File: src/shared/arpr_pkg.sv
// constants and types for the access control rule port range registers
//
// Contract
// - address select: 0 destination, 1 source
// - equal sense: 0 differ matches, 1 equal
// - offset register picks byte; data register moves it
// - upper bound bytes at 0x02, 0x03, reset zero
// - lower bound high byte at 0x04, reset zero
// - bounds limit tcp port or sequence match
// - lower bound low byte at 0x05, reset zero
// - compare mode: off, either, inside, outside
// - rule mode: off, layer 2, 3, 4
package arpr_pkg;

  // ****************************************
  // direct register addresses
  // ****************************************
  localparam logic [7:0] ADDR_IND_CTRL0 = 8'h6E; // table select and port
  localparam logic [7:0] ADDR_IND_CTRL1 = 8'h6F; // byte offset in rule
  localparam logic [7:0] ADDR_IND_DATA = 8'hA0; // indirect data byte

  // ****************************************
  // fields of the first indirect control register
  // ****************************************
  localparam int TSEL_MSB = 7; // table select field
  localparam int TSEL_LSB = 5;
  localparam int PSEL_MSB = 3; // port number field
  localparam int PSEL_LSB = 0;
  localparam logic [2:0] TABLE_ACL = 3'h2; // code of the rule table

  // ****************************************
  // ports that own a rule entry
  // ****************************************
  localparam int NUM_PORTS = 4;
  localparam logic [3:0] FIRST_PORT = 4'h1; // port numbers start here

  // ****************************************
  // rule byte offsets
  // ****************************************
  localparam logic [7:0] OFF_CMP_CTRL = 8'h01; // layer mode, sel, eq
  localparam logic [7:0] OFF_UPPER_HI = 8'h02;
  localparam logic [7:0] OFF_UPPER_LO = 8'h03;
  localparam logic [7:0] OFF_LOWER_HI = 8'h04;
  localparam logic [7:0] OFF_LOWER_LO = 8'h05;
  localparam logic [7:0] OFF_PORT_CMP = 8'h06; // port compare mode

  // ****************************************
  // field positions inside rule bytes
  // ****************************************
  localparam int MODE_LSB = 4; // rule_layer_mode [5:4]
  localparam int SRC_SEL_BIT = 1; // address select
  localparam int EQ_BIT = 0; // equal_sense
  localparam int PCMP_LSB = 1; // port_compare_mode [2:1]

  // ****************************************
  // reset values
  // ****************************************
  localparam logic [7:0] RST_BYTE = 8'h00;
  localparam logic [1:0] RST_MODE = 2'h0;
  localparam logic RST_BIT = 1'b0;

  // ****************************************
  // encodings
  // ****************************************
  typedef enum logic [1:0] {
    PCMP_OFF = 2'h0, // no port compare
    PCMP_EITHER = 2'h1, // equal to either bound
    PCMP_INSIDE = 2'h2, // inside the range
    PCMP_OUTSIDE = 2'h3 // outside the range
  } arpr_pcmp_t;

  typedef enum logic [1:0] {
    LMODE_OFF = 2'h0, // rule disabled
    LMODE_L2 = 2'h1, // mac header filtering
    LMODE_L3 = 2'h2, // ip address filtering
    LMODE_L4 = 2'h3 // tcp port or protocol filtering
  } arpr_lmode_t;

endpackage

File: src/verilog/arpr_range_cmp.sv
// range comparator for one tcp port or sequence value
`timescale 1ns/1ps

module arpr_range_cmp
  import arpr_pkg::*;
(
  // rule side
  input wire logic [15:0] upper,
  input wire logic [15:0] lower,
  input wire arpr_pcmp_t mode,
  // frame side
  input wire logic [15:0] value,
  // result
  output logic hit
);

  // ****************************************
  // comparisons
  // ****************************************
  // unsigned compare, high byte already most significant
  wire logic eq_either = (value == upper) || (value == lower);
  wire logic in_range = (value >= lower) && (value <= upper);

  // ****************************************
  // mode select
  // ****************************************
  // a disabled compare passes, so it never blocks the rest of the rule
  always_comb begin
    unique case (mode)
      PCMP_OFF: hit = 1'b1;
      PCMP_EITHER: hit = eq_either;
      PCMP_INSIDE: hit = in_range;
      PCMP_OUTSIDE: hit = ~in_range;
    endcase
  end

endmodule

File: src/verilog/arpr_rule_port_range_regs.sv
// per-port rule bytes for address compare and tcp port range bounds
`timescale 1ns/1ps

module arpr_rule_port_range_regs
  import arpr_pkg::*;
(
  // clock and reset
  input wire logic clk,
  input wire logic rst,
  // register port
  input wire logic [7:0] reg_addr,
  input wire logic reg_wr,
  input wire logic reg_rd,
  input wire logic [7:0] reg_wdata,
  output logic [7:0] reg_rdata,
  // frame under test
  input wire logic frm_valid,
  input wire logic [3:0] frm_port,
  input wire logic [47:0] frm_dest_addr,
  input wire logic [47:0] frm_src_addr,
  input wire logic [47:0] rule_mac_addr,
  input wire logic [15:0] frm_tcp_value,
  // match results
  output logic match_valid,
  output logic addr_hit,
  output logic port_hit,
  output logic [1:0] rule_layer_mode
);

  // ****************************************
  // helpers
  // ****************************************
  // port number to entry index, valid flag alongside
  function automatic logic port_ok(input logic [3:0] pnum);
    port_ok = (pnum >= FIRST_PORT) &&
              (pnum < FIRST_PORT + 4'(NUM_PORTS));
  endfunction

  function automatic logic [1:0] port_idx(input logic [3:0] pnum);
    port_idx = 2'(pnum - FIRST_PORT);
  endfunction

  // ****************************************
  // indirect control registers
  // ****************************************
  logic [7:0] ind_ctrl0; // table select and port number
  logic [7:0] ind_ctrl1; // byte offset within rule

  // ****************************************
  // rule storage, one entry per port
  // ****************************************
  logic [1:0] layer_mode [NUM_PORTS]; // rule_layer_mode
  logic src_sel [NUM_PORTS]; // address select
  logic equal_sense [NUM_PORTS];
  logic [7:0] upper_hi [NUM_PORTS]; // rule_port_range_upper_high
  logic [7:0] upper_lo [NUM_PORTS]; // rule_port_range_upper_low
  logic [7:0] lower_hi [NUM_PORTS]; // rule_port_range_lower_high
  logic [7:0] lower_lo [NUM_PORTS]; // lower bound low byte
  logic [1:0] port_cmp [NUM_PORTS]; // port_compare_mode

  // ****************************************
  // decode
  // ****************************************
  wire logic wr_ctrl0 = reg_wr && (reg_addr == ADDR_IND_CTRL0);
  wire logic wr_ctrl1 = reg_wr && (reg_addr == ADDR_IND_CTRL1);
  // bytes only reach the rule table when the table code is selected
  wire logic acl_sel =
    (ind_ctrl0[TSEL_MSB:TSEL_LSB] == TABLE_ACL);
  wire logic [3:0] sel_port = ind_ctrl0[PSEL_MSB:PSEL_LSB];
  wire logic sel_ok = acl_sel && port_ok(sel_port);
  wire logic [1:0] sel_idx = port_idx(sel_port);
  wire logic wr_data =
    reg_wr && (reg_addr == ADDR_IND_DATA) && sel_ok;

  // ****************************************
  // write of control registers
  // ****************************************
  always_ff @(posedge clk or posedge rst) begin
    if (rst) begin
      ind_ctrl0 <= RST_BYTE;
      ind_ctrl1 <= RST_BYTE;
    end else begin
      if (wr_ctrl0) begin
        ind_ctrl0 <= reg_wdata;
      end
      if (wr_ctrl1) begin
        ind_ctrl1 <= reg_wdata;
      end
    end
  end

  // ****************************************
  // write of rule bytes, one slice per port
  // ****************************************
  genvar gi;
  generate
    for (gi = 0; gi < NUM_PORTS; gi = gi + 1) begin : g_entry
      wire logic we = wr_data && (sel_idx == 2'(gi));
      // each byte keeps its value unless its own offset is written
      always_ff @(posedge clk or posedge rst) begin
        if (rst) begin
          layer_mode[gi] <= RST_MODE;
          src_sel[gi] <= RST_BIT;
          equal_sense[gi] <= RST_BIT;
          upper_hi[gi] <= RST_BYTE;
          upper_lo[gi] <= RST_BYTE;
          lower_hi[gi] <= RST_BYTE;
          lower_lo[gi] <= RST_BYTE;
          port_cmp[gi] <= RST_MODE;
        end else if (we) begin
          unique case (ind_ctrl1)
            OFF_CMP_CTRL: begin
              layer_mode[gi] <= reg_wdata[MODE_LSB+1:MODE_LSB];
              src_sel[gi] <= reg_wdata[SRC_SEL_BIT];
              equal_sense[gi] <= reg_wdata[EQ_BIT];
            end
            OFF_UPPER_HI: upper_hi[gi] <= reg_wdata;
            OFF_UPPER_LO: upper_lo[gi] <= reg_wdata;
            OFF_LOWER_HI: lower_hi[gi] <= reg_wdata;
            OFF_LOWER_LO: lower_lo[gi] <= reg_wdata;
            OFF_PORT_CMP: port_cmp[gi] <= reg_wdata[PCMP_LSB+1:PCMP_LSB];
            default: ; // other offsets belong to other rule fields
          endcase
        end
      end
    end
  endgenerate

  // ****************************************
  // read of the addressed rule byte
  // ****************************************
  logic [7:0] rule_byte; // byte at the selected offset
  always_comb begin
    rule_byte = RST_BYTE;
    if (sel_ok) begin
      unique case (ind_ctrl1)
        OFF_CMP_CTRL: begin
          rule_byte[MODE_LSB+1:MODE_LSB] = layer_mode[sel_idx];
          rule_byte[SRC_SEL_BIT] = src_sel[sel_idx];
          rule_byte[EQ_BIT] = equal_sense[sel_idx];
        end
        OFF_UPPER_HI: rule_byte = upper_hi[sel_idx];
        OFF_UPPER_LO: rule_byte = upper_lo[sel_idx];
        OFF_LOWER_HI: rule_byte = lower_hi[sel_idx];
        OFF_LOWER_LO: rule_byte = lower_lo[sel_idx];
        OFF_PORT_CMP: rule_byte[PCMP_LSB+1:PCMP_LSB] = port_cmp[sel_idx];
        default: rule_byte = RST_BYTE; // unheld offsets read zero
      endcase
    end
  end

  wire logic [7:0] rd_mux =
    (reg_addr == ADDR_IND_CTRL0) ? ind_ctrl0 :
    (reg_addr == ADDR_IND_CTRL1) ? ind_ctrl1 :
    (reg_addr == ADDR_IND_DATA) ? rule_byte : RST_BYTE;

  // read data is captured so it stays put between strobes
  always_ff @(posedge clk or posedge rst) begin
    if (rst) begin
      reg_rdata <= RST_BYTE;
    end else if (reg_rd) begin
      reg_rdata <= rd_mux;
    end
  end

  // ****************************************
  // frame matching
  // ****************************************
  wire logic frm_ok = frm_valid && port_ok(frm_port);
  wire logic [1:0] frm_idx = port_idx(frm_port);
  // bounds assembled with the high byte on top
  wire logic [15:0] upper_val =
    {upper_hi[frm_idx], upper_lo[frm_idx]};
  wire logic [15:0] lower_val =
    {lower_hi[frm_idx], lower_lo[frm_idx]};
  wire logic [47:0] cmp_addr =
    src_sel[frm_idx] ? frm_src_addr : frm_dest_addr;
  wire logic addr_same = (cmp_addr == rule_mac_addr);
  // equal sense 1 wants same, 0 wants differ
  wire logic next_addr_hit = ~(addr_same ^ equal_sense[frm_idx]);
  wire logic next_port_hit;

  arpr_range_cmp u_cmp (
    .upper(upper_val),
    .lower(lower_val),
    .mode(arpr_pcmp_t'(port_cmp[frm_idx])),
    .value(frm_tcp_value),
    .hit(next_port_hit)
  );

  // results registered one cycle after the frame sample
  always_ff @(posedge clk or posedge rst) begin
    if (rst) begin
      match_valid <= RST_BIT;
      addr_hit <= RST_BIT;
      port_hit <= RST_BIT;
      rule_layer_mode <= RST_MODE;
    end else begin
      match_valid <= frm_ok;
      if (frm_ok) begin
        addr_hit <= next_addr_hit;
        port_hit <= next_port_hit;
        rule_layer_mode <= layer_mode[frm_idx];
      end
    end
  end

endmodule

File: config.mk
export PLATFORM = sky130hd
export DESIGN_NAME = arpr_rule_port_range_regs
export DESIGN_NICKNAME = d
export VERILOG_FILES = /design/src/shared/arpr_pkg.sv /design/src/verilog/arpr_range_cmp.sv /design/src/verilog/arpr_rule_port_range_regs.sv
export SDC_FILE = /design/constraint.sdc
export NUM_CORES = 1
export LEC_CHECK = 0
export BUFFER_PORTS_ARGS = -buffer_cell sky130_fd_sc_hd__clkbuf_2
export CORE_MARGIN = 5
export CORE_UTILIZATION = 58
export CTS_BUF_LIST = sky130_fd_sc_hd__clkbuf_8 sky130_fd_sc_hd__clkbuf_16
export CTS_CLUSTER_SIZE = 20
export DETAILED_ROUTE_END_ITERATION = 8
export GPL_ROUTABILITY_DRIVEN = 0
export PLACE_DENSITY = 0.78
export SYNTH_ARGS = -nofsm -noshare
export SYNTH_HDL_FRONTEND = slang
export SYNTH_SLANG_ARGS = --single-unit
File: constraint.sdc
create_clock -name clk -period 5.55 [get_ports clk]
set_input_delay 0 -clock clk [delete_from_list [all_inputs] [get_ports clk]]
set_output_delay 0 -clock clk [all_outputs]
set_load 0.05 [all_outputs]
==> results of run 1 <==
==> through the flow <==
| step | instance area (um2) | power, mW | setup slack, ns | util | hold slack, ns |
|---|---|---|---|---|---|
| floorplan | 12800 | 1.65 | 0.635 | - | 0.152 |
| global route | 14700 | 3.23 | 1.42 | 0.673 | 0.148 |
| finish | 14700 | 3.12 | 1.65 | 0.673 | 0.109 |
| detailed placement | 14000 | 1.86 | 1.29 | 0.643 | 0.268 |
| global placement | 14000 | 1.86 | 1.45 | 0.643 | 0.266 |
| CTS | 14700 | 3.11 | 1.72 | 0.673 | 0.108 |
==> power breakdown <==
part / total [mW] / switching (mW) / leakage [nW] / internal (mW)
sequential: 1.34 / 0.0140 / 2.49 / 1.33
clock: 1.27 / 0.540 / 0.304 / 0.726
combinational: 0.512 / 0.320 / 3.94 / 0.192
total: 3.12 / 0.875 / 6.74 / 2.25
==> Yosys cell counts (all sizes together) (8+ instances only) <==
cell,n,area share
a2111oi,10,0.0068
mux4,75,0.13
mux2,169,0.15
nor2,57,0.017
nand3,14,0.0055
nor3,16,0.0062
a22oi,13,0.0076
nand4,22,0.011
xnor2,16,0.011
mux2i,26,0.020
a221o,8,0.0062
ha,40,0.039
a21oi,36,0.014
o22ai,9,0.0044
nor2b,38,0.019
buf,23,0.0086
clkbuf,37,0.011
a21o,9,0.0053
xor2,12,0.0082
nand2,61,0.018
o2111ai,15,0.010
nand2b,54,0.026
o221ai,14,0.0096
o21ai,35,0.014
dfrtp,181,0.35
nor4,12,0.0058
inv,94,0.027
==> final timing paths <==
kind	startpoint	endpoint	slack [ns]
worst max register to register	ind_ctrl0[0]	reg_rdata[5]	2.03
max in group asynchronous	rst	lower_hi[22]	3.74
worst min register to register	rule_layer_mode[1]	rule_layer_mode[1]	0.51
worst min-delay path	reg_addr[5]	ind_ctrl0[1]	0.11
min in group asynchronous	rst	reg_rdata[6]	0.29
worst max-delay path	frm_port[0]	addr_hit	1.65
==> cells by family (layout without fill, tap and decap cells) <==
family / Yosys count / after routing / share of synthesized area
compound gates: 211 / 211 / 0.119
xor+xnor: 28 / 28 / 0.0191
fa+ha+maj: 40 / 40 / 0.0390
buf+inv: 155 / 339 / 0.0472
flops: 181 / 181 / 0.353
mux: 270 / 270 / 0.300
simple gates: 300 / 300 / 0.123
==> flip-flops by register name, indices dropped and copies added, names as in the netlist, 4 cells and up <==
| name | count |
|---|---|
| lower_hi | 32 |
| lower_lo | 32 |
| upper_hi | 32 |
| upper_lo | 32 |
| ind_ctrl0 | 8 |
| ind_ctrl1 | 8 |
| layer_mode | 8 |
| port_cmp | 8 |
| reg_rdata | 8 |
| equal_sense | 4 |
| src_sel | 4 |
==> repair_timing <==
action                                 4_1_cts  5_1_grt
endpoints found under the hold margin      106        0
hold buffers                                 4        0
setup buffers                                0        0
==> final cells by class <==
cell class,count,area share
Clock inverter,14,0.0117
Clock buffer,18,0.0299
Tap cell,280,0.0239
Multi-Input combinational cell,849,0.526
Inverter,95,0.0246
Sequential cell,181,0.309
Timing Repair Buffer,212,0.0757
==> per-layer routing <==
layer	up-vias	routed length (um)
li1	4807	-
met1	5530	16000
met2	731	18800
met3	144	4540
met4	0	1510
met5	-	0
==> critical path, stage by stage <==
cell and delay, ns:
buf_4 0.37, inv_1 0.40, ha_2 0.65, mux2_4 0.50, a221oi_2 0.24, a311oi_1 0.07
or4_1 0.55, or4_1 0.51, or4_1 0.54, or2_0 0.23, o221ai_1 0.17
==> run summary, run 1 <==
outcome = finished clean
Initial Utilization = 0.588
# fillers = 1656
met1 Use GR = 0.430
detailed-route wire length = 40.8 mm
hold path cells = 6
drt drc = 0
type of the most critical hold path = primary input to flop
fin cells = 1649
largest net degree at the start of global routing = 103
Area Overhead vs Synth = 14.4%
Yosys reg bits = 181
maxcap violations = 0
Synth Cell Area = 12800 um2
Detail Placement HPWL = 30.0 mm
Final min period = 3.90 ns
Die Area = 25200 um2
Hold Vio Cnt, Final = 0
layout net count = 1581
Site Rows = 54
pwr dens = 213 nW/um2
GRT Overall Usage = 0.316
yosys synthesis warning count = 0
period utilization = 0.703
Seq/Total Area, Yosys = 0.353
Highest Clock Rate = 256 MHz
post-CTS resize count = 0
Die H = 159 um
Synth Instances = 1185
port buffer count = 197
top-level port count = 198
core area = 21800 um2
slew margin rel. = 0.206
Static Leak = 6.74 nW
syn_nets = 1410
setup TNS = 0 ns
DR WL/cell = 24.8 um
clk sinks = 181
die width = 159 um
Clock Latency Late Sink = 0.43 ns
vias in the first global route = 11182
asr flop ratio synth = 1.00
clk_skew = 0.00990 ns
met2 Use GR = 0.494
number of synthesized flops with an enable pin = 0
Post-Place Cells = 1613
deepest clock path buffer count = 2
H-tree levels = 4
CP Launch Type = primary input
number of distinct library cells after synthesis = 68
# diodes = 0
critical path endpoint category = flop
critical path class = primary input to flop
Clk pin slew, worst setup/hold paths = 0.07 ns
top_reg_cell synth = dfrtp_1
Final setup viols = 0
most used routing layer = met2
CP Max Fanout = 36
post-synthesis area per instance = 10.8 um2
multi-input gate area in the final layout = 7720 um2
Starting DRT DRC Count = 1323
root buffer cell = clkbuf_16
ANT nets after route = 0
worst vdd ir = 207 uV
RSZ-0062 raised after global routing = false
leading cell types in the layout, fill and taps excluded = clkbuf_2, dfrtp_1, mux2_2, inv_1, mux4_2
share of cells above drive strength 1 = 0.362
CP Data Required Time = 5.89 ns
fin. max-slew vios = 0
final global-route overflow total = 0
CTS tree = yes
vias = 11212
storage element area = 4530 um2
Arr. time, crit path = 4.24 ns
Least-Margin Pin Slew = 1.18 ns
DR vias/cell = 6.80
met3 Use GR = 0.0899
commonest non-fill, non-tap cell in the layout = clkbuf_2
Num CTS Buffers = 17
first-pass GRT wire length = 64.0 mm
router iterations before antenna repair = 6
initial antenna violation count = 0
Reg2Reg Depth = 9
Note: power is estimated with default switching activity, not from simulation.
==> run 2, diff against run 1 <==
clock period = 3.7 ns   (was 5.55 ns; I/O delays follow)
==> run 2 against run 1 <==
Against the previous run:
- cell area increased by 0.93%
- register-to-register slack worse by 1.5 ns
- sequential power rose by 50%
- cell count rose by 0.97%
- flip-flop and latch count stayed put
- non-clock buffer count rose by 16
- combinational power up 53%
- wire length hardly changed
- die area stayed put
- critical path type is now flop to flop
- critical endpoint unchanged
- highest routed layer unchanged
==> run summary, run 2 (same netlist as run 1, synthesis figures left out) <==
met1 Use GR = 0.393 (-0.0369)
core area = 21800 um2 (unchanged)
CTS tree = yes
Final setup viols = 0 (unchanged)
maxcap violations = 0 (unchanged)
vias in the first global route = 11456 (+2.5%)
Initial Utilization = 0.588 (unchanged)
setup ws final = 0.496 ns (-1.15 ns)
met2 Use GR = 0.509 (+0.0157)
Arr. time, crit path = 3.55 ns (-0.69 ns)
critical path class = flop to flop
largest net degree at the start of global routing = 182 (+77%)
WHS = 0.111 ns (+0.00171 ns)
Place WS = 0.358 ns (-0.932 ns)
Die H = 159 um (unchanged)
port buffer count = 197 (unchanged)
deepest clock path buffer count = 2 (unchanged)
Detail Placement HPWL = 29.9 mm (-0.25%)
clk sinks = 181 (unchanged)
most used routing layer = met2
Clock Latency Late Sink = 0.44 ns (about the same)
Least-Margin Pin Slew = 1.06 ns (-0.126 ns)
critical path endpoint category = flop
Hold Vio Cnt, Final = 0 (unchanged)
type of the most critical hold path = primary input to flop
fin util = 0.679 (+0.00625)
Final min period = 3.20 ns
setup TNS = 0 ns (unchanged)
fin cells = 1665 (+0.97%)
Die Area = 25200 um2 (unchanged)
post-CTS resize count = 0 (unchanged)
final global-route overflow total = 0 (unchanged)
period utilization = 0.866
commonest non-fill, non-tap cell in the layout = clkbuf_2
drt drc = 0 (unchanged)
share of cells above drive strength 1 = 0.368 (+0.00592)
slew margin rel. = 0.296 (+0.0902)
H-tree levels = 4 (unchanged)
Post-Place Cells = 1629 (+0.99%)
CP Max Fanout = 16 (-56%)
# diodes = 0 (unchanged)
GRT Overall Usage = 0.316 (+0.000648)
vias = 11277 (+0.58%)
clk_skew = 0.0120 ns (+0.00212 ns)
Highest Clock Rate = 312 MHz
outcome = finished clean
Post-DP Area = 14200 um2 (+1.2%)
RSZ-0062 raised after global routing = false
Starting DRT DRC Count = 1280 (-3.3%)
setup slack, reg-to-reg = 0.50 ns (-1.53 ns)
pwr dens = 309 nW/um2 (+45%)
met3 Use GR = 0.0721 (-0.0179)
Final Power = 4.58 mW (+47%)
worst vdd ir = 355 uV (+72%)
Clk pin slew, worst setup/hold paths = 0.07 ns (about the same)
fin. max-slew vios = 0 (unchanged)
Area Overhead vs Synth = 15.5%
ANT nets after route = 0 (unchanged)
first-pass GRT wire length = 63.9 mm (-0.12%)
die width = 159 um (unchanged)
CP Launch Type = flop
final instance area = 14800 um2 (+0.93%)
root buffer cell = clkbuf_16
router iterations before antenna repair = 7 (+1)
leading cell types in the layout, fill and taps excluded = clkbuf_2, dfrtp_1, mux2_2, inv_1, mux4_2
DR WL/cell = 24.5 um (-0.91%)
DR vias/cell = 6.77 (-0.39%)
CP Data Required Time = 4.05 ns (-1.84 ns)
Site Rows = 54 (unchanged)
Static Leak = 6.82 nW (+1.2%)
top-level port count = 198 (unchanged)
Num CTS Buffers = 17 (unchanged)
detailed-route wire length = 40.9 mm (about the same)
initial antenna violation count = 0 (unchanged)
layout net count = 1597 (+1.0%)
[run 2: changes by cell type in the layout (fill, tap and decap cells not counted), sizes merged]
cell and change:
clkinvlp +3, clkbuf +3, bufinv -2, inv -2, clkinv -2, buf +16
[run 2: critical path, cell delays in order (launching register included)]
cell	delay (ns)
dfrtp_1	0.42
mux2_4	0.38
a221oi_2	0.27
a311oi_1	0.08
or4_1	0.56
or4_1	0.50
or4_1	0.51
or2_0	0.23
o221ai_1	0.16
[run 2: cell type report]
| cell class | instances | area [um2] |
|---|---|---|
| inverter | 95 | 360 |
| fill | 1659 | 7000 |
| multi-input combinational | 849 | 7720 |
| sequential | 181 | 4530 |
| clock buffer | 21 | 480 |
| clock inverter | 11 | 100 |
| timing repair buffer | 228 | 1280 |
| tap | 280 | 350 |
[run 2: timing repair]
item	in CTS	in global routing
buffers inserted	0	0
hold buffers	4	0
hold endpoints to repair	186	0
[run 2: layer usage]
metal  wire (um)  up-vias
li1            -     4839
met2       19000      791
met1       15100     5447
met4        2640        0
met3        4150      200
met5           0        -
[run 2: final timing paths]
path,from,end,depth (start not counted)
worst min register to register,rule_layer_mode[1],rule_layer_mode[1],1
worst max register to register,src_sel[2],addr_hit,8
max in group asynchronous,rst,ind_ctrl0[0],4
min in group asynchronous,rst,upper_hi[13],4
worst min-delay path,reg_addr[5],ind_ctrl0[0],6
worst max-delay path,src_sel[2],addr_hit,8
[run 2: report_power, final]
| part | internal [mW] | switching, mW | total (mW) |
|---|---|---|---|
| clock | 0.999 | 0.784 | 1.78 |
| sequential | 1.99 | 0.0164 | 2.01 |
| combinational | 0.299 | 0.484 | 0.783 |
